==> config.mk <==
export PLATFORM = sky130hd
export DESIGN_NAME = fac_fault_address_capture
export DESIGN_NICKNAME = d
export VERILOG_FILES = /design/src/fac_pkg.sv /design/src/fac_fault_address_capture.sv
export VERILOG_INCLUDE_DIRS = /design/src
export SDC_FILE = /design/constraint.sdc
export NUM_CORES = 1
export LEC_CHECK = 0
export BUFFER_PORTS_ARGS = -buffer_cell sky130_fd_sc_hd__clkbuf_2
export CAP_MARGIN = 25
export CORE_AREA = 5 5 165 167
export DETAILED_ROUTE_END_ITERATION = 6
export DIE_AREA = 0 0 170 172
export GPL_ROUTABILITY_DRIVEN = 0
export MAX_ROUTING_LAYER = met4
export PLACE_DENSITY = 0.71
export SYNTH_ARGS = -nofsm -noshare
export SYNTH_HDL_FRONTEND = slang
export SYNTH_SLANG_ARGS = --single-unit
==> constraint.sdc <==
create_clock -name clk_i -period 5.3 [get_ports clk_i]
set_clock_uncertainty 0.1 [all_clocks]
set_input_delay 0.53 -clock clk_i [delete_from_list [all_inputs] [get_ports clk_i]]
set_output_delay 0.53 -clock clk_i [all_outputs]
set_load 0.005 [all_outputs]
==> src/fac_regs.svh <==
/*
 Constants for the fault address capture block: system encodings, classes, upper-half values.
 Assumes inclusion by the design module and its checker only.
*/
// What this block does
// - Abort and PC alignment classes taken to top level load fault address register.
// - Top-level fault address register is one 64-bit field.
// - Without top level implemented, register absent and accesses are undefined.
// - External abort under top-byte-ignore may leave upper eight bits unknown.
// - Non-walk external abort address valid only when address-not-valid flag is 0.
// - Other classes taken to top level may leave contents unknown.
// - Cache-instruction faults record the instruction's register operand address.
// - 32-bit origin zeros upper half, or 0x00000001 on wrapped increment.
// - Tagged data aborts and watchpoints keep tag bits in the address.
// - Lower-level execution may leave top-level register unknown.
// - With capabilities, captured address is post-relocation.
// - Multi-access capability faults record lowest address of the accesses.
// - Record lowest faulting address; no priority among differing faults.
// - Exception return from top level may leave the register unknown.
// - No reset initialisation of top-level register.
// - Top-level register decoded at 11/110/0110/0000/000 for read and write.
// - Kernel register writes decoded at 11/000/0110/0000/000.
// - EL1 kernel write traps 0x18: capability first, then virtual-memory write trap.
// - EL2 kernel-name access: capability trap, else host extension selects hypervisor.
// - EL3 kernel access traps 0x18 on capability denial, else completes.
// - EL0 access to these registers is undefined.
// - EL1 kernel read traps to EL2 when read trapping set, after capability check.
`ifndef FAC_REGS_SVH
`define FAC_REGS_SVH
`define FAC_OP0_SYS 2'h3
`define FAC_OP1_TOP 3'h6
`define FAC_OP1_KERN 3'h0
`define FAC_OP1_HYP 3'h4
`define FAC_CRN_FAR 4'h6
`define FAC_CRM_FAR 4'h0
`define FAC_OP2_FAR 3'h0
`define FAC_EC_IABT_LO 6'h20
`define FAC_EC_IABT_CUR 6'h21
`define FAC_EC_PCALIGN 6'h22
`define FAC_EC_DABT_LO 6'h24
`define FAC_EC_DABT_CUR 6'h25
`define FAC_EC_SYSTRAP 6'h18
`define FAC_HI_WRAP 32'h0000_0001
`define FAC_HI_ZERO 32'h0000_0000
`endif

==> src/fac_pkg.sv <==
/*
 Types for the fault address capture block.
 Assumes fac_regs.svh is on the include path.
*/
package fac_pkg;
   typedef enum logic [1:0] {FAC_EL0, FAC_EL1, FAC_EL2, FAC_EL3} fac_level_t;
   typedef struct packed {
      logic [1:0] op0;
      logic [2:0] op1;
      logic [3:0] crn;
      logic [3:0] crm;
      logic [2:0] op2;
   } fac_sysenc_t;
   typedef struct packed {
      logic valid;
      logic [5:0] ec;
      logic [63:0] vaddr;
      logic from_32bit;
      logic wrap_bit32;
   } fac_capture_t;
   typedef struct packed {
      logic undef;
      logic trap;
      fac_level_t trap_level;
      logic [5:0] trap_ec;
   } fac_outcome_t;
endpackage : fac_pkg

==> src/fac_fault_address_capture.sv <==
/*
 Fault address capture and system access decode for the top-level and kernel registers.
 Assumes the exception-entry logic presents a relocated, lowest, tagged address and
 that the hypervisor register and capability permission arrive on the core clock.
*/
`timescale 1ns/10ps
`include "fac_regs.svh"
module fac_fault_address_capture #(
   parameter bit TOP_LEVEL_IMPL = 1'b1,
   parameter bit CAP_EXT_IMPL = 1'b1
) (
   // Clock and reset
   input wire logic clk_i,
   input wire logic resetn_i,
   // Exception entry to top level
   input wire fac_pkg::fac_capture_t capture_i,
   // System register access
   input wire logic sys_valid_i,
   input wire logic sys_write_i,
   input wire fac_pkg::fac_sysenc_t sys_enc_i,
   input wire logic [63:0] sys_wdata_i,
   // Processor state and controls
   input wire fac_pkg::fac_level_t current_privilege_level_i,
   input wire logic capability_sysreg_permission_i,
   input wire fac_pkg::fac_level_t capability_trap_target_level_i,
   input wire logic halted_i,
   input wire logic el2_enabled_64_i,
   input wire logic trap_vm_control_writes_i,
   input wire logic trap_vm_control_reads_i,
   input wire logic host_extension_enable_i,
   // Results
   output logic sys_done_o,
   output fac_pkg::fac_outcome_t sys_outcome_o,
   output logic [63:0] sys_rdata_o,
   output logic [63:0] top_level_fault_address_o,
   output logic [63:0] kernel_fault_address_o,
   output logic [63:0] hypervisor_fault_address_o
);
   // Register storage; top and kernel have no reset value
   logic [63:0] top_reg, top_next;
   logic [63:0] kern_reg, kern_next;
   logic [63:0] hyp_reg, hyp_next;
   logic done_reg;
   fac_pkg::fac_outcome_t out_reg, out_next;
   logic [63:0] rdata_reg, rdata_next;

   // Encoding decode
   wire logic enc_far = sys_enc_i.op0 == `FAC_OP0_SYS && sys_enc_i.crn == `FAC_CRN_FAR
                        && sys_enc_i.crm == `FAC_CRM_FAR && sys_enc_i.op2 == `FAC_OP2_FAR;
   wire logic hit_top = sys_valid_i && enc_far && sys_enc_i.op1 == `FAC_OP1_TOP;
   wire logic hit_kern = sys_valid_i && enc_far && sys_enc_i.op1 == `FAC_OP1_KERN;
   wire logic hit_any = hit_top || hit_kern;

   // Capability denial is checked before any virtualization trap
   wire logic cap_deny = CAP_EXT_IMPL && !capability_sysreg_permission_i && !halted_i;
   wire logic at_el0 = current_privilege_level_i == fac_pkg::FAC_EL0;
   wire logic at_el1 = current_privilege_level_i == fac_pkg::FAC_EL1;
   wire logic at_el2 = current_privilege_level_i == fac_pkg::FAC_EL2;
   wire logic at_el3 = current_privilege_level_i == fac_pkg::FAC_EL3;
   wire logic vm_trap = el2_enabled_64_i
                        && (sys_write_i ? trap_vm_control_writes_i : trap_vm_control_reads_i);
   // EL2 cannot route a capability trap to EL1; anything but EL2 goes to EL3
   wire fac_pkg::fac_level_t cap_tgt_el2 =
      (capability_trap_target_level_i == fac_pkg::FAC_EL2) ? fac_pkg::FAC_EL2 : fac_pkg::FAC_EL3;

   // Classes that load the top-level register
   wire logic ec_loads = capture_i.ec == `FAC_EC_IABT_LO || capture_i.ec == `FAC_EC_IABT_CUR
                         || capture_i.ec == `FAC_EC_PCALIGN || capture_i.ec == `FAC_EC_DABT_LO
                         || capture_i.ec == `FAC_EC_DABT_CUR;
   // Upper half for a capture from 32-bit state
   wire logic [31:0] hi_32 = capture_i.wrap_bit32 ? `FAC_HI_WRAP : `FAC_HI_ZERO;
   // Address is already relocated, tagged and lowest; stored verbatim from 64-bit origin
   wire logic [63:0] cap_addr = capture_i.from_32bit ? {hi_32, capture_i.vaddr[31:0]}
                                                      : capture_i.vaddr;
   wire logic cap_load = TOP_LEVEL_IMPL && capture_i.valid && ec_loads;

   // Access decision and register update
   always_comb begin
      out_next = '0;
      rdata_next = '0;
      top_next = top_reg;
      kern_next = kern_reg;
      hyp_next = hyp_reg;
      // Other classes leave the register alone, an allowed unknown value
      if (cap_load) begin
         top_next = cap_addr;
      end
      if (hit_any && at_el0) begin
         out_next.undef = 1'b1;
      end else if (hit_top) begin
         if (!TOP_LEVEL_IMPL || !at_el3) begin
            out_next.undef = 1'b1;
         end else if (cap_deny) begin
            out_next.trap = 1'b1;
            out_next.trap_level = fac_pkg::FAC_EL3;
            out_next.trap_ec = `FAC_EC_SYSTRAP;
         end else if (sys_write_i) begin
            top_next = sys_wdata_i; // Software write overrides a same-cycle capture
         end else begin
            rdata_next = top_reg;
         end
      end else if (hit_kern) begin
         if (cap_deny) begin
            out_next.trap = 1'b1;
            out_next.trap_ec = `FAC_EC_SYSTRAP;
            if (at_el1) begin
               out_next.trap_level = capability_trap_target_level_i;
            end else if (at_el2) begin
               out_next.trap_level = cap_tgt_el2;
            end else begin
               out_next.trap_level = fac_pkg::FAC_EL3;
            end
         end else if (at_el1 && vm_trap) begin
            out_next.trap = 1'b1;
            out_next.trap_level = fac_pkg::FAC_EL2;
            out_next.trap_ec = `FAC_EC_SYSTRAP;
         end else if (at_el2 && host_extension_enable_i) begin
            if (sys_write_i) begin
               hyp_next = sys_wdata_i;
            end else begin
               rdata_next = hyp_reg;
            end
         end else if (sys_write_i) begin
            kern_next = sys_wdata_i;
         end else begin
            rdata_next = kern_reg;
         end
      end
   end

   // Storage; data registers skip reset on purpose
   always_ff @(posedge clk_i) begin
      top_reg <= top_next;
      kern_reg <= kern_next;
      hyp_reg <= hyp_next;
      rdata_reg <= rdata_next;
   end

   // Handshake and outcome are reset
   always_ff @(posedge clk_i) begin
      if (!resetn_i) begin
         done_reg <= 1'b0;
         out_reg <= '0;
      end else begin
         done_reg <= hit_any;
         out_reg <= out_next;
      end
   end

   // Capture lands one edge after entry, before any handler read can be decoded
   assign sys_done_o = done_reg;
   assign sys_outcome_o = out_reg;
   assign sys_rdata_o = rdata_reg;
   assign top_level_fault_address_o = top_reg;
   assign kernel_fault_address_o = kern_reg;
   assign hypervisor_fault_address_o = hyp_reg;
endmodule : fac_fault_address_capture

; ---- Word-level counts from Yosys, hierarchy flattened
; Cells that the tools add are included.
[word_totals]
elab_cells = 84
input_bits = 167
regBits = 267
out_inout_bits = 267
[op_classes]
eq_ne = 12
n_mux = 31
bitwise = 6
reduce_logical = 26
[op_table]
columns = operator, count
row1 = two-way mux 64 bit, 17
row2 = two-way mux 9 bit, 6
row3 = "== test 6 bit, second input constant", 5
row4 = AND reduction 7 bit, 2
row5 = logical AND 1 bit, 12
row6 = "== test 2 bit, second input constant", 4
row7 = two-way mux 1 bit, 7
row8 = zero test 3 bit, 2
row9 = NOT 1 bit, 6
row10 = logical OR 1 bit, 5
row11 = "== test 4 x 3 -> 1 bit, second input constant", 1
row12 = zero test 4 bit, 1
row13 = "== test 3 bit, second input constant", 1
row14 = "== test 2 x 1 -> 1 bit, second input constant", 1
row15 = zero test 1 bit, 2
row16 = zero test 2 bit, 1
row17 = two-way mux 2 bit, 1
row18 = OR reduction 2 bit, 1

; ---- Longest topological paths before layout
; Gate-level depths: netlist of run 1.
[logic_depth]
word_depth = 12
ltp_mapped = 6
ltp_nobuf = 4

; ---- Worst setup path after synthesis of run 1
; No wires, ideal clock.
[synth_path]
path_kind = input -> register
start = input port sys_enc_i[3] in the netlist's numbering
end = register kern_reg[0], in the netlist kernel_fault_address_o[0], enable pin
setup_slack_ps = 335
t_required_ps = 4707
arrival_ps = 4372
n_path_buf = 0
setup_ps = 493
cell_stages = 4
path_cell_list = or4_1 nor3_4 nand4_1 nor2b_1
[synth_between]
elab_chain_cells = 9
elab_cells_between_ends = 11
cone_classes = bitwise: 2 / reduce/logical: 9
[synth_lines]
columns = element, line
row1 = "start, declared", fac_fault_address_capture.sv:20  ; input wire fac_pkg::fac_sysenc_t sys_enc_i,
row2 = zero test 4 bit (no line) *, -
row3 = logical AND 1 bit (no line) * (2 in a row), -
row4 = logical AND 1 bit *, "fac_fault_address_capture.sv:50, fac_fault_address_capture.sv:51"
row5 = logical AND 1 bit (no line), -
row6 = logical OR 1 bit, fac_fault_address_capture.sv:52  ; wire logic hit_any = hit_top || hit_kern;
row7 = logical AND 1 bit, fac_fault_address_capture.sv:88  ; if (hit_any && at_el0) begin
row8 = NOT 1 bit (no line), -
row9 = AND reduction 7 bit (no line) *, -
row10 = "end signal, assigned", fac_fault_address_capture.sv:134  ; kern_reg <= kern_next;
row11 = "end, declared", fac_fault_address_capture.sv:41  ; logic [63:0] kern_reg, kern_next;
; Every way passes the cells marked *; elsewhere a longest branch is shown, timed or not.
; A chain may end at the register's enable or synchronous reset.

; ---- Final worst setup path of run 1
[layout_path]
start = input port sys_enc_i[3] in the netlist's numbering
end = register top_reg[56], in the netlist top_level_fault_address_o[56]
[layout_between]
elab_chain_cells = 8
elab_cells_between_ends = 10
cone_classes = mux: 2 / reduce/logical: 8
[layout_lines]
columns = element, line
row1 = zero test 4 bit (no line) *, -
row2 = logical AND 1 bit (no line) * (2 in a row), -
row3 = logical AND 1 bit *, "fac_fault_address_capture.sv:50, fac_fault_address_capture.sv:51"
row4 = logical AND 1 bit (no line), -
row5 = logical OR 1 bit, fac_fault_address_capture.sv:52
row6 = logical AND 1 bit, fac_fault_address_capture.sv:88
row7 = two-way mux 64 bit *, fac_fault_address_capture.sv:88
row8 = via top_next[56], fac_fault_address_capture.sv:40  ; logic [63:0] top_reg, top_next;
row9 = "end signal, assigned", fac_fault_address_capture.sv:133  ; top_reg <= top_next;
row10 = "end, declared", fac_fault_address_capture.sv:40
; The timed path passes the listed nets; every way through them passes the cells marked *.

==> results.sh, run 1 <==
export IMPL_fillerInstances=2231
export IMPL_cp_num_buf_inv=2
export IMPL_drtAntennaViolNets=0
export IMPL_ys_top_cells_by_count="dfxtp_1, mux2_2, edfxtp_1, nor2_1, a22oi_1"
export IMPL_grt_max_degree=66
export IMPL_hpwl_um=22200
export IMPL_worstRegToRegCells=3
export IMPL_clock_sinks=261
export IMPL_tightest_slew_ps=1010
export IMPL_min_path_type="input port to flip-flop"
export IMPL_clk_pin_slew_worst_paths_ps=60
export IMPL_wl_per_cell_um=21.0
export IMPL_grt_pass1_vias=7972
export IMPL_synth_cells=712
export IMPL_grt_overflow=0
export IMPL_multi_input_area_um2=3460
export IMPL_post_cts_setup_buffers=0
export IMPL_crit_chain="clkbuf_2 -> or4_1 -> nor3_4 -> nand4_4 -> buf_4 -> mux2_1"
export IMPL_cp_slowest_cell="nand4_4"
export IMPL_firstDrtPassIters=5
export IMPL_cts_hold_buf=0
export IMPL_synth_main_ff_cell="dfxtp_1"
export IMPL_remaining_drc_errors=0
export IMPL_synthesis_area_um2=10100
export IMPL_hold_depth=1
export IMPL_crit_type="input port to flip-flop"
export IMPL_crit_family="simple AND/OR/NAND/NOR gates"
export IMPL_synth_most_common_cell="dfxtp_1"
export IMPL_synthArstFlopShare_pct=0
export IMPL_h_tree_depth=1
export IMPL_crit_required_ps=5600
export IMPL_finalNetCount=1304
export IMPL_crit_path_max_incr_delay_ps=570
export IMPL_cts_tree="yes"
export IMPL_fp_dieH_um=172
export IMPL_die_area_um2=29200
export IMPL_port_buffers=429
export IMPL_yosysSeqAreaShare_pct=64.3
export IMPL_setup_tns_ps=0
export IMPL_via_count=7689
export IMPL_placedCellCount=1442
export IMPL_start_util_pct=39.5
export IMPL_rsz0062_at_grt="false"
export IMPL_clk_path_buf_depth=3
export IMPL_r2r_start="kernel_fault_address_o[49]"
export IMPL_regArea_um2=6510
export IMPL_clockRootBuffer="clkbuf_16"
export IMPL_max_slew_margin_pct=32.5
export IMPL_synth_cell_types=40
export IMPL_antenna_found_initial=0
export IMPL_setup_viol=0
export IMPL_cts_buffers=28
export IMPL_rrSetupSlack_ps=4090
export IMPL_status="completed"
export IMPL_drt_initial_drc_count=420
export IMPL_end_kind="flip-flop"
export IMPL_syn_area_per_cell_um2=14.2
export IMPL_num_rows=59
export IMPL_critPathLaunchType="input port"
export IMPL_drive_above_1_share_pct=53.5
export IMPL_drt_total_wl_um=31300
export IMPL_routed_via_density=5.15
export IMPL_synth_top_area_share_pct=38.0
export IMPL_cap_violations=0
export IMPL_synth_seq_cells=261
export IMPL_ys_warn_count=0
export IMPL_ir_worst_vdd_mv=0.238
export IMPL_fmax_mhz=358
export IMPL_synth_edf_count=128
export IMPL_grtUsageTotal_pct=20.7
export IMPL_worstPathArrival_ps=3090
export IMPL_ctsResizeCount=0
export IMPL_reg2reg_to="sys_rdata_o[49]"
export IMPL_hp_start="sys_wdata_i[22]"
export IMPL_synth_top_area_cell="edfxtp_1"
export IMPL_clk_latency_ps=530
export IMPL_power_density_nw_per_um2=345
export IMPL_core_um2=25600
export IMPL_die_w_um=170
export IMPL_drv_slew=0
export IMPL_hold_violations=0
export IMPL_grt_pass1_wl_um=45900
export IMPL_fin_cells=1493
export IMPL_cp_max_fo=36
export IMPL_synth_area_leaders="edfxtp_1, dfxtp_1, mux2_2"
export IMPL_ioPinCount=434
export IMPL_min_period_ps=2790
export IMPL_antenna_cells=0
export IMPL_whs_endpoint="hypervisor_fault_address_o[22]"
export IMPL_period_share_pct=52.7
export IMPL_area_delta_synth_final_pct=33.3
export IMPL_leakagePower_nw=5.81
[registers in the layout, summed over array words and instances (netlist names)]
signal	count
sys_rdata_o	64
top_level_fault_address_o	64
sys_outcome_o	4
kernel_fault_address_o	64
hypervisor_fault_address_o	64
sys_done_o	1
[worst max-delay path by stage]
stage | cells after the start | slack (ps) | to | startpoint
after floorplan | 4 | 330 | kernel_fault_address_o[0] | sys_enc_i[3]
after global placement | 6 | 1990 | top_level_fault_address_o[44] | sys_enc_i[3]
after detailed placement | 6 | 1950 | top_level_fault_address_o[49] | sys_enc_i[3]
after CTS | 6 | 2510 | top_level_fault_address_o[49] | sys_enc_i[3]
after global routing | 6 | 2410 | top_level_fault_address_o[60] | sys_enc_i[10]
final | 6 | 2510 | top_level_fault_address_o[56] | sys_enc_i[3]
[kinds of logic (layout without fill, tap and decap cells)]
kind of cell	count (synthesis)	after routing	synth area share, %
AO/OA/AOI/OAI	81	81	5.78
XOR/XNOR	1	1	0.0865
flip-flops	261	261	64.3
buffers and inverters	49	492	2.11
AND/OR/NAND/NOR	126	126	6.28
other	1	4	0.0370
multiplexers	193	193	21.4
[metrics by stage]
stage | setup slack (ps) | util, % | instance area [um2] | hold slack (ps) | total power, W
2_1_floorplan | 335 | - | 10100 | 399 | 0.00258
3_3_place_gp | 1990 | 49.3 | 12600 | 411 | 0.00283
3_5_place_dp | 1950 | 49.3 | 12600 | 419 | 0.00285
4_1_cts | 2510 | 52.7 | 13500 | 72.4 | 0.00470
5_1_grt | 2410 | 52.7 | 13500 | 81.7 | 0.00485
6_report | 2510 | 52.7 | 13500 | 105 | 0.00465
[power breakdown]
part           total (W)  switching [W]  internal [W]
Combinational   0.000485       0.000205      0.000280
Clock            0.00184       0.000766       0.00107
Sequential       0.00232      0.0000970       0.00223
[placed cells by master (no fill, tap or decap), types with 2 or more instances in the layout]
cell type and n:
mux2_2 130, a22oi_1 63, clkbuf_16 29, clkbuf_8 2
nand2_1 4, clkinv_2 7, buf_4 10, clkbuf_2 429
o21ai_0 5, nor2_1 69, nand3b_1 2, conb_1 4
clkbuf_1 7, inv_1 2, dfxtp_1 133, edfxtp_1 128
clkinv_1 3, mux2_1 60, a21oi_1 5, nand4_1 3
mux2i_1 3, nor2b_1 31, nor2_4 2
[routing by layer]
metal | global-route usage (%) | wire, um | vias to the layer above
met3 | 5.24 | 2910 | 68
li1 | - | - | 3481
met2 | 35.2 | 15500 | 410
met4 | 7.53 | 1100 | 0
met5 | - | 0 | -
met1 | 23.9 | 11800 | 3730
[layout make-up]
type | count | share of cell area, %
Inverter | 2 | 0.0556
Clock inverter | 13 | 0.686
Sequential cell | 261 | 48.2
Clock buffer | 38 | 5.78
Tap cell | 335 | 3.11
Timing Repair Buffer | 439 | 16.5
Multi-Input combinational cell | 405 | 25.7
[worst register-to-register path, cell delays in order (launching register included)]
cell and delay (ps):
edfxtp_1 410, mux2_2 280, a22oi_1 210, nor2_1 80
Note: power is estimated with default switching activity, not from simulation.
==> run 2: changes to the inputs <==
CORE_AREA = 5 5 167 169   (was 5 5 165 167)
DIE_AREA = 0 0 172 174   (was 0 0 170 172)
PLACE_DENSITY = 0.67   (was 0.71)
clock period = 2.9 ns   (was 5.3 ns; I/O delays follow)
==> run 2 against run 1 <==
Net effect: combinational power grew 100%; critical endpoint is now kernel_fault_address_o[35]; power up 85%; critical path depth is 1 higher; critical path type unchanged; first-iteration DRC count decreased by 16%; wire length rose by 3.5%; sequential power rose by 83%; setup slack got worse by 2000 ps; final area rose by 8.2%.
==> results.sh, run 2 (same netlist as run 1, synthesis figures left out) <==
export IMPL_status="completed"
export IMPL_rsz0062_at_grt="false"
export IMPL_area_delta_synth_final_pct=44.2
export IMPL_pre_cts_ws_ps=351
export IMPL_clk_path_buf_depth=3
export IMPL_drt_initial_drc_count=352
export IMPL_grt_pass1_wl_um=48900
export IMPL_via_count=8045
export IMPL_start_util_pct=38.3
export IMPL_drv_slew=0
export IMPL_ir_worst_vdd_mv=0.389
export IMPL_antenna_found_initial=1
export IMPL_drive_above_1_share_pct=49.7
export IMPL_clock_sinks=261
export IMPL_tightest_slew_ps=903
export IMPL_post_cts_setup_buffers=0
export IMPL_worstPathArrival_ps=2540
export IMPL_clk_pin_slew_worst_paths_ps=60
export IMPL_wl_per_cell_um=20.2
export IMPL_mostFrequentLayoutCell="clkbuf_2"
export IMPL_core_um2=26400
export IMPL_hold_violations=0
export IMPL_power_density_nw_per_um2=589
export IMPL_hp_start="capture_i[5]"
export IMPL_rrSetupSlack_ps=1660
export IMPL_critPathLaunchType="input port"
export IMPL_min_path_type="input port to flip-flop"
export IMPL_die_w_um=172
export IMPL_routed_via_density=5.02
export IMPL_setup_viol=0
export IMPL_r2r_start="hypervisor_fault_address_o[13]"
export IMPL_critPathLaunch="current_privilege_level_i[1]"
export IMPL_grt_pass1_vias=8700
export IMPL_grt_max_degree=66
export IMPL_die_area_um2=29900
export IMPL_num_rows=60
export IMPL_fillerInstances=2230
export IMPL_cap_violations=0
export IMPL_period_share_pct=84.0
export IMPL_fp_dieH_um=174
export IMPL_ioPinCount=434
export IMPL_leakagePower_nw=6.27
export IMPL_min_period_ps=2440
export IMPL_drt_total_wl_um=32400
export IMPL_max_slew_margin_pct=39.8
export IMPL_hpwl_um=22300
export IMPL_cts_buffers=27
export IMPL_clockRootBuffer="clkbuf_16"
export IMPL_final_cell_mix="clkbuf_2, dfxtp_1, mux2_2"
export IMPL_firstDrtPassIters=5
export IMPL_crit_type="input port to flip-flop"
export IMPL_regArea_um2=6510
export IMPL_timing_hold_ws_ps=21.4
export IMPL_setup_ws_ps=463
export IMPL_grtUsageTotal_pct=21.2
export IMPL_h_tree_depth=1
export IMPL_finalNetCount=1407
export IMPL_grt_overflow=0
export IMPL_multi_input_area_um2=3460
export IMPL_end_kind="flip-flop"
export IMPL_crit_required_ps=3010
export IMPL_cts_tree="yes"
export IMPL_cp_max_fo=35
export IMPL_port_buffers=429
export IMPL_clk_latency_ps=530
export IMPL_fmax_mhz=410
export IMPL_remaining_drc_errors=0
export IMPL_drtAntennaViolNets=0
-- run 2: area by class of cell --
type | instances | area share, %
tap | 341 | 2.92
sequential | 261 | 44.6
multi-input combinational | 405 | 23.7
inverter | 2 | 0.0514
clock inverter | 15 | 0.926
antenna | 1 | 0.0171
clock buffer | 35 | 4.97
timing repair buffer | 543 | 22.8
-- run 2: timing repair --
action / CTS / global route
hold endpoints to repair: 197 / 0
hold buffers: 95 / 0
resized for setup: 0 / 0
-- run 2: per-layer routing --
layer / up-vias / GRT usage [%] / part of all wire, %
li1: 3693 / - / -
met1: 3888 / 24.4 / 38
met2: 387 / 36.8 / 50
met3: 77 / 4.28 / 8.4
met4: 0 / 7.04 / 3.5
met5: - / - / 0
-- run 2: report_power, final --
| part | switching (W) | total, W | leakage [nW] | internal [W] |
|---|---|---|---|---|
| logic | 0.000395 | 0.000993 | 3.60 | 0.000598 |
| clock network | 0.00141 | 0.00336 | 0.426 | 0.00195 |
| registers | 0.000171 | 0.00424 | 2.24 | 0.00407 |
-- run 2: metrics by stage --
step,std cells,util [%],TNS [ps],instance area [um2],total power (W)
after global placement,1457,48.4,0,12800,0.00518
final,1603,55.2,0,14600,0.00859
after detailed placement,1457,48.4,0,12800,0.00521
after floorplan,715,-,-81310,10100,0.00472
after global routing,1603,55.2,0,14600,0.00897
after CTS,1602,55.2,0,14600,0.00869
-- run 2: path summary, 6_finish.rpt --
path	to	cells after the start
min reg2reg	sys_rdata_o[45]	2
max	kernel_fault_address_o[35]	7
min	top_level_fault_address_o[3]	3
max reg2reg	sys_rdata_o[13]	3
-- run 2: worst max-delay path, cell delays in order --
cell and delay (ps):
dlygate4sd3_1 530, clkbuf_2 180, and3b_1 240, a2111oi_0 450, nand4_1 300, nor2b_4 260
buf_12 250
==> run 3: changes to the inputs <==
ABC_AREA = 1   (was default)
CORE_AREA = default   (was 5 5 167 169)
CORE_ASPECT_RATIO = 1.25   (was default)
CORE_MARGIN = 5   (was default)
CORE_UTILIZATION = 45   (was default)
DIE_AREA = default   (was 0 0 172 174)
PLACE_DENSITY = 0.76   (was 0.67)
clock period = 2.2 ns   (was 2.9 ns; I/O delays follow)
==> run 3 against run 2 <==
Net effect: worst hold slack improved by 18 ps; via count is 49% higher; non-clock buffer count increased by 46; power grew 34%; sequential cell count did not move; synthesized cell count grew 88%; setup slack worse by 320 ps; combinational power increased by 77%; largest cell class unchanged.
==> results.sh, run 3 <==
export IMPL_clk_pin_slew_worst_paths_ps=60
export IMPL_tightest_slew_ps=813
export IMPL_area_delta_synth_final_pct=37.2
export IMPL_status="completed"
export IMPL_cts_tree="yes"
export IMPL_fmax_mhz=486
export IMPL_hold_depth=5
export IMPL_cap_violations=0
export IMPL_synth_top_area_cell="edfxtp_1"
export IMPL_yosysSeqAreaShare_pct=53.7
export IMPL_post_cts_setup_buffers=0
export IMPL_setup_ws_ps=143
export IMPL_drv_slew=0
export IMPL_wl_met2_um=22000
export IMPL_clk_latency_ps=520
export IMPL_synth_seq_cells=261
export IMPL_critPathLaunchType="input port"
export IMPL_fp_dieH_um=193
export IMPL_crit_type="input port to flip-flop"
export IMPL_synth_main_ff_cell="dfxtp_1"
export IMPL_port_buffers=429
export IMPL_antenna_found_initial=3
export IMPL_start_util_pct=45.5
export IMPL_grt_overflow=0
export IMPL_wl_per_cell_um=19.7
export IMPL_routed_via_density=5.40
export IMPL_hpwl_um=28500
export IMPL_drive_above_1_share_pct=34.6
export IMPL_ir_worst_vdd_mv=0.713
export IMPL_worstPathArrival_ps=2420
export IMPL_ys_top_cells_by_count="nor2_1, nand2_1, dfxtp_1, edfxtp_1, inv_1"
export IMPL_power_density_nw_per_um2=692
export IMPL_final_cell_mix="clkbuf_2, nor2_1, nand2_1"
export IMPL_min_period_ps=2060
export IMPL_drtAntennaViolNets=0
export IMPL_end_kind="flip-flop"
export IMPL_h_tree_depth=1
export IMPL_clock_sinks=261
export IMPL_remaining_drc_errors=0
export IMPL_grtUsageTotal_pct=28.6
export IMPL_dr_wl_met3_um=4160
export IMPL_worstRegToRegCells=4
export IMPL_core_um2=26700
export IMPL_hold_violations=0
export IMPL_synth_cells=1340
export IMPL_setup_viol=0
export IMPL_synth_top_area_share_pct=31.7
export IMPL_cts_buffers=26
export IMPL_rsz0062_at_grt="false"
export IMPL_die_area_um2=30300
export IMPL_grt_pass1_wl_um=67100
export IMPL_max_slew_margin_pct=45.8
export IMPL_firstDrtPassIters=5
export IMPL_synth_area_leaders="edfxtp_1, dfxtp_1, nand3_2"
export IMPL_period_share_pct=93.5
export IMPL_die_w_um=157
export IMPL_met1Wirelength_um=15600
export IMPL_synthesis_area_um2=12100
export IMPL_min_path_type="input port to flip-flop"
export IMPL_num_rows=67
export IMPL_pre_cts_ws_ps=70.5
export IMPL_clk_path_buf_depth=3
export IMPL_synth_most_common_cell="nor2_1"
export IMPL_via_count=11984
export IMPL_drt_total_wl_um=43800
export IMPL_leakagePower_nw=7.49
export IMPL_syn_area_per_cell_um2=9.04
export IMPL_synth_cell_types=29
export IMPL_drt_initial_drc_count=951
export IMPL_synthArstFlopShare_pct=0
export IMPL_setup_tns_ps=0
export IMPL_clockRootBuffer="clkbuf_16"
export IMPL_ioPinCount=434
export IMPL_cp_max_fo=39
export IMPL_ys_warn_count=0
export IMPL_ctsResizeCount=0
export IMPL_topRoutingLayerUsed="met4"
export IMPL_mostFrequentLayoutCell="clkbuf_2"
export IMPL_synth_edf_count=128
export IMPL_crit_required_ps=2560
export IMPL_finalNetCount=2018
export IMPL_timing_hold_ws_ps=39.1
export IMPL_grt_max_degree=66
export IMPL_grt_pass1_vias=12186
[run 3: changes by cell type after synthesis, sizes merged, moves of 61 or more]
cell   delta
nor2    +150
nand4    +62
o21ai    +93
nand2   +190
mux2    -190
a22oi    -63
inv     +119
nand3   +134
a21oi   +121
buf      +61
[run 3: power breakdown]
part | switching [W] | total [W] | internal [W] | leakage, nW
Combinational | 0.00101 | 0.00176 | 0.000745 | 4.86
Sequential | 0.000213 | 0.00558 | 0.00537 | 2.24
Clock | 0.00184 | 0.00416 | 0.00232 | 0.390
Total | 0.00306 | 0.0115 | 0.00844 | 7.49
[run 3: cell type report]
cell class / instances / area, um2
Sequential cell: 261 / 6510
Multi-Input combinational cell: 852 / 4520
Clock inverter: 11 / 62.6
Inverter: 121 / 454
Antenna cell: 3 / 7.51
Timing Repair Buffer: 589 / 3910
Clock buffer: 37 / 733
Fill cell: 2110 / 10000
Tap cell: 345 / 432
[run 3: metrics by stage]
step / util (%) / instance area (um2) / power, W / instances
finish: 62.4 / 16600 / 0.0115 / 2219
global route: 62.4 / 16600 / 0.0120 / 2219
CTS: 62.3 / 16600 / 0.0115 / 2216
detailed placement: 54.5 / 14500 / 0.00720 / 2040
global placement: 54.5 / 14500 / 0.00716 / 2040
floorplan: - / 12200 / 0.00644 / 1343
[run 3: final timing paths]
check | start | endpoint | slack [ps]
worst max-delay path | sys_write_i | sys_rdata_o[51] | 140
worst min-delay path | capture_i[63] | top_level_fault_address_o[61] | 40
worst max register to register | kernel_fault_address_o[35] | sys_rdata_o[35] | 1140
worst min register to register | top_level_fault_address_o[62] | sys_rdata_o[62] | 460
[run 3: cells by family (layout without fill, tap and decap cells)]
logic type / Yosys count / after routing / share of synthesized area [%]
AND/OR/NAND/NOR: 620 / 620 / 26.5
flip-flops: 261 / 261 / 53.7
buffers and inverters: 230 / 758 / 9.59
AO/OA/AOI/OAI: 226 / 226 / 10.0
multiplexers: 2 / 2 / 0.165
other: 1 / 7 / 0.0309
[run 3: worst max-delay path: stages]
cell and delay (ps):
dlygate4sd3_1 540, buf_2 170, inv_2 60, buf_4 430, buf_4 400, o21ai_0 150, nor2_1 150, nand3_2 100
a21oi_2 150
[run 3: routing by layer]
metal  GRT usage [%]  vias up
met5               -        -
met4            12.7        0
met3            4.56      152
met2            48.0      759
met1            33.5     5580
li1                -     5493
[run 3: timing repair]
action                                  4_1_cts  5_1_grt
endpoints found under the setup margin        0        0
hold endpoints to repair                    197        0
hold buffers                                128        0
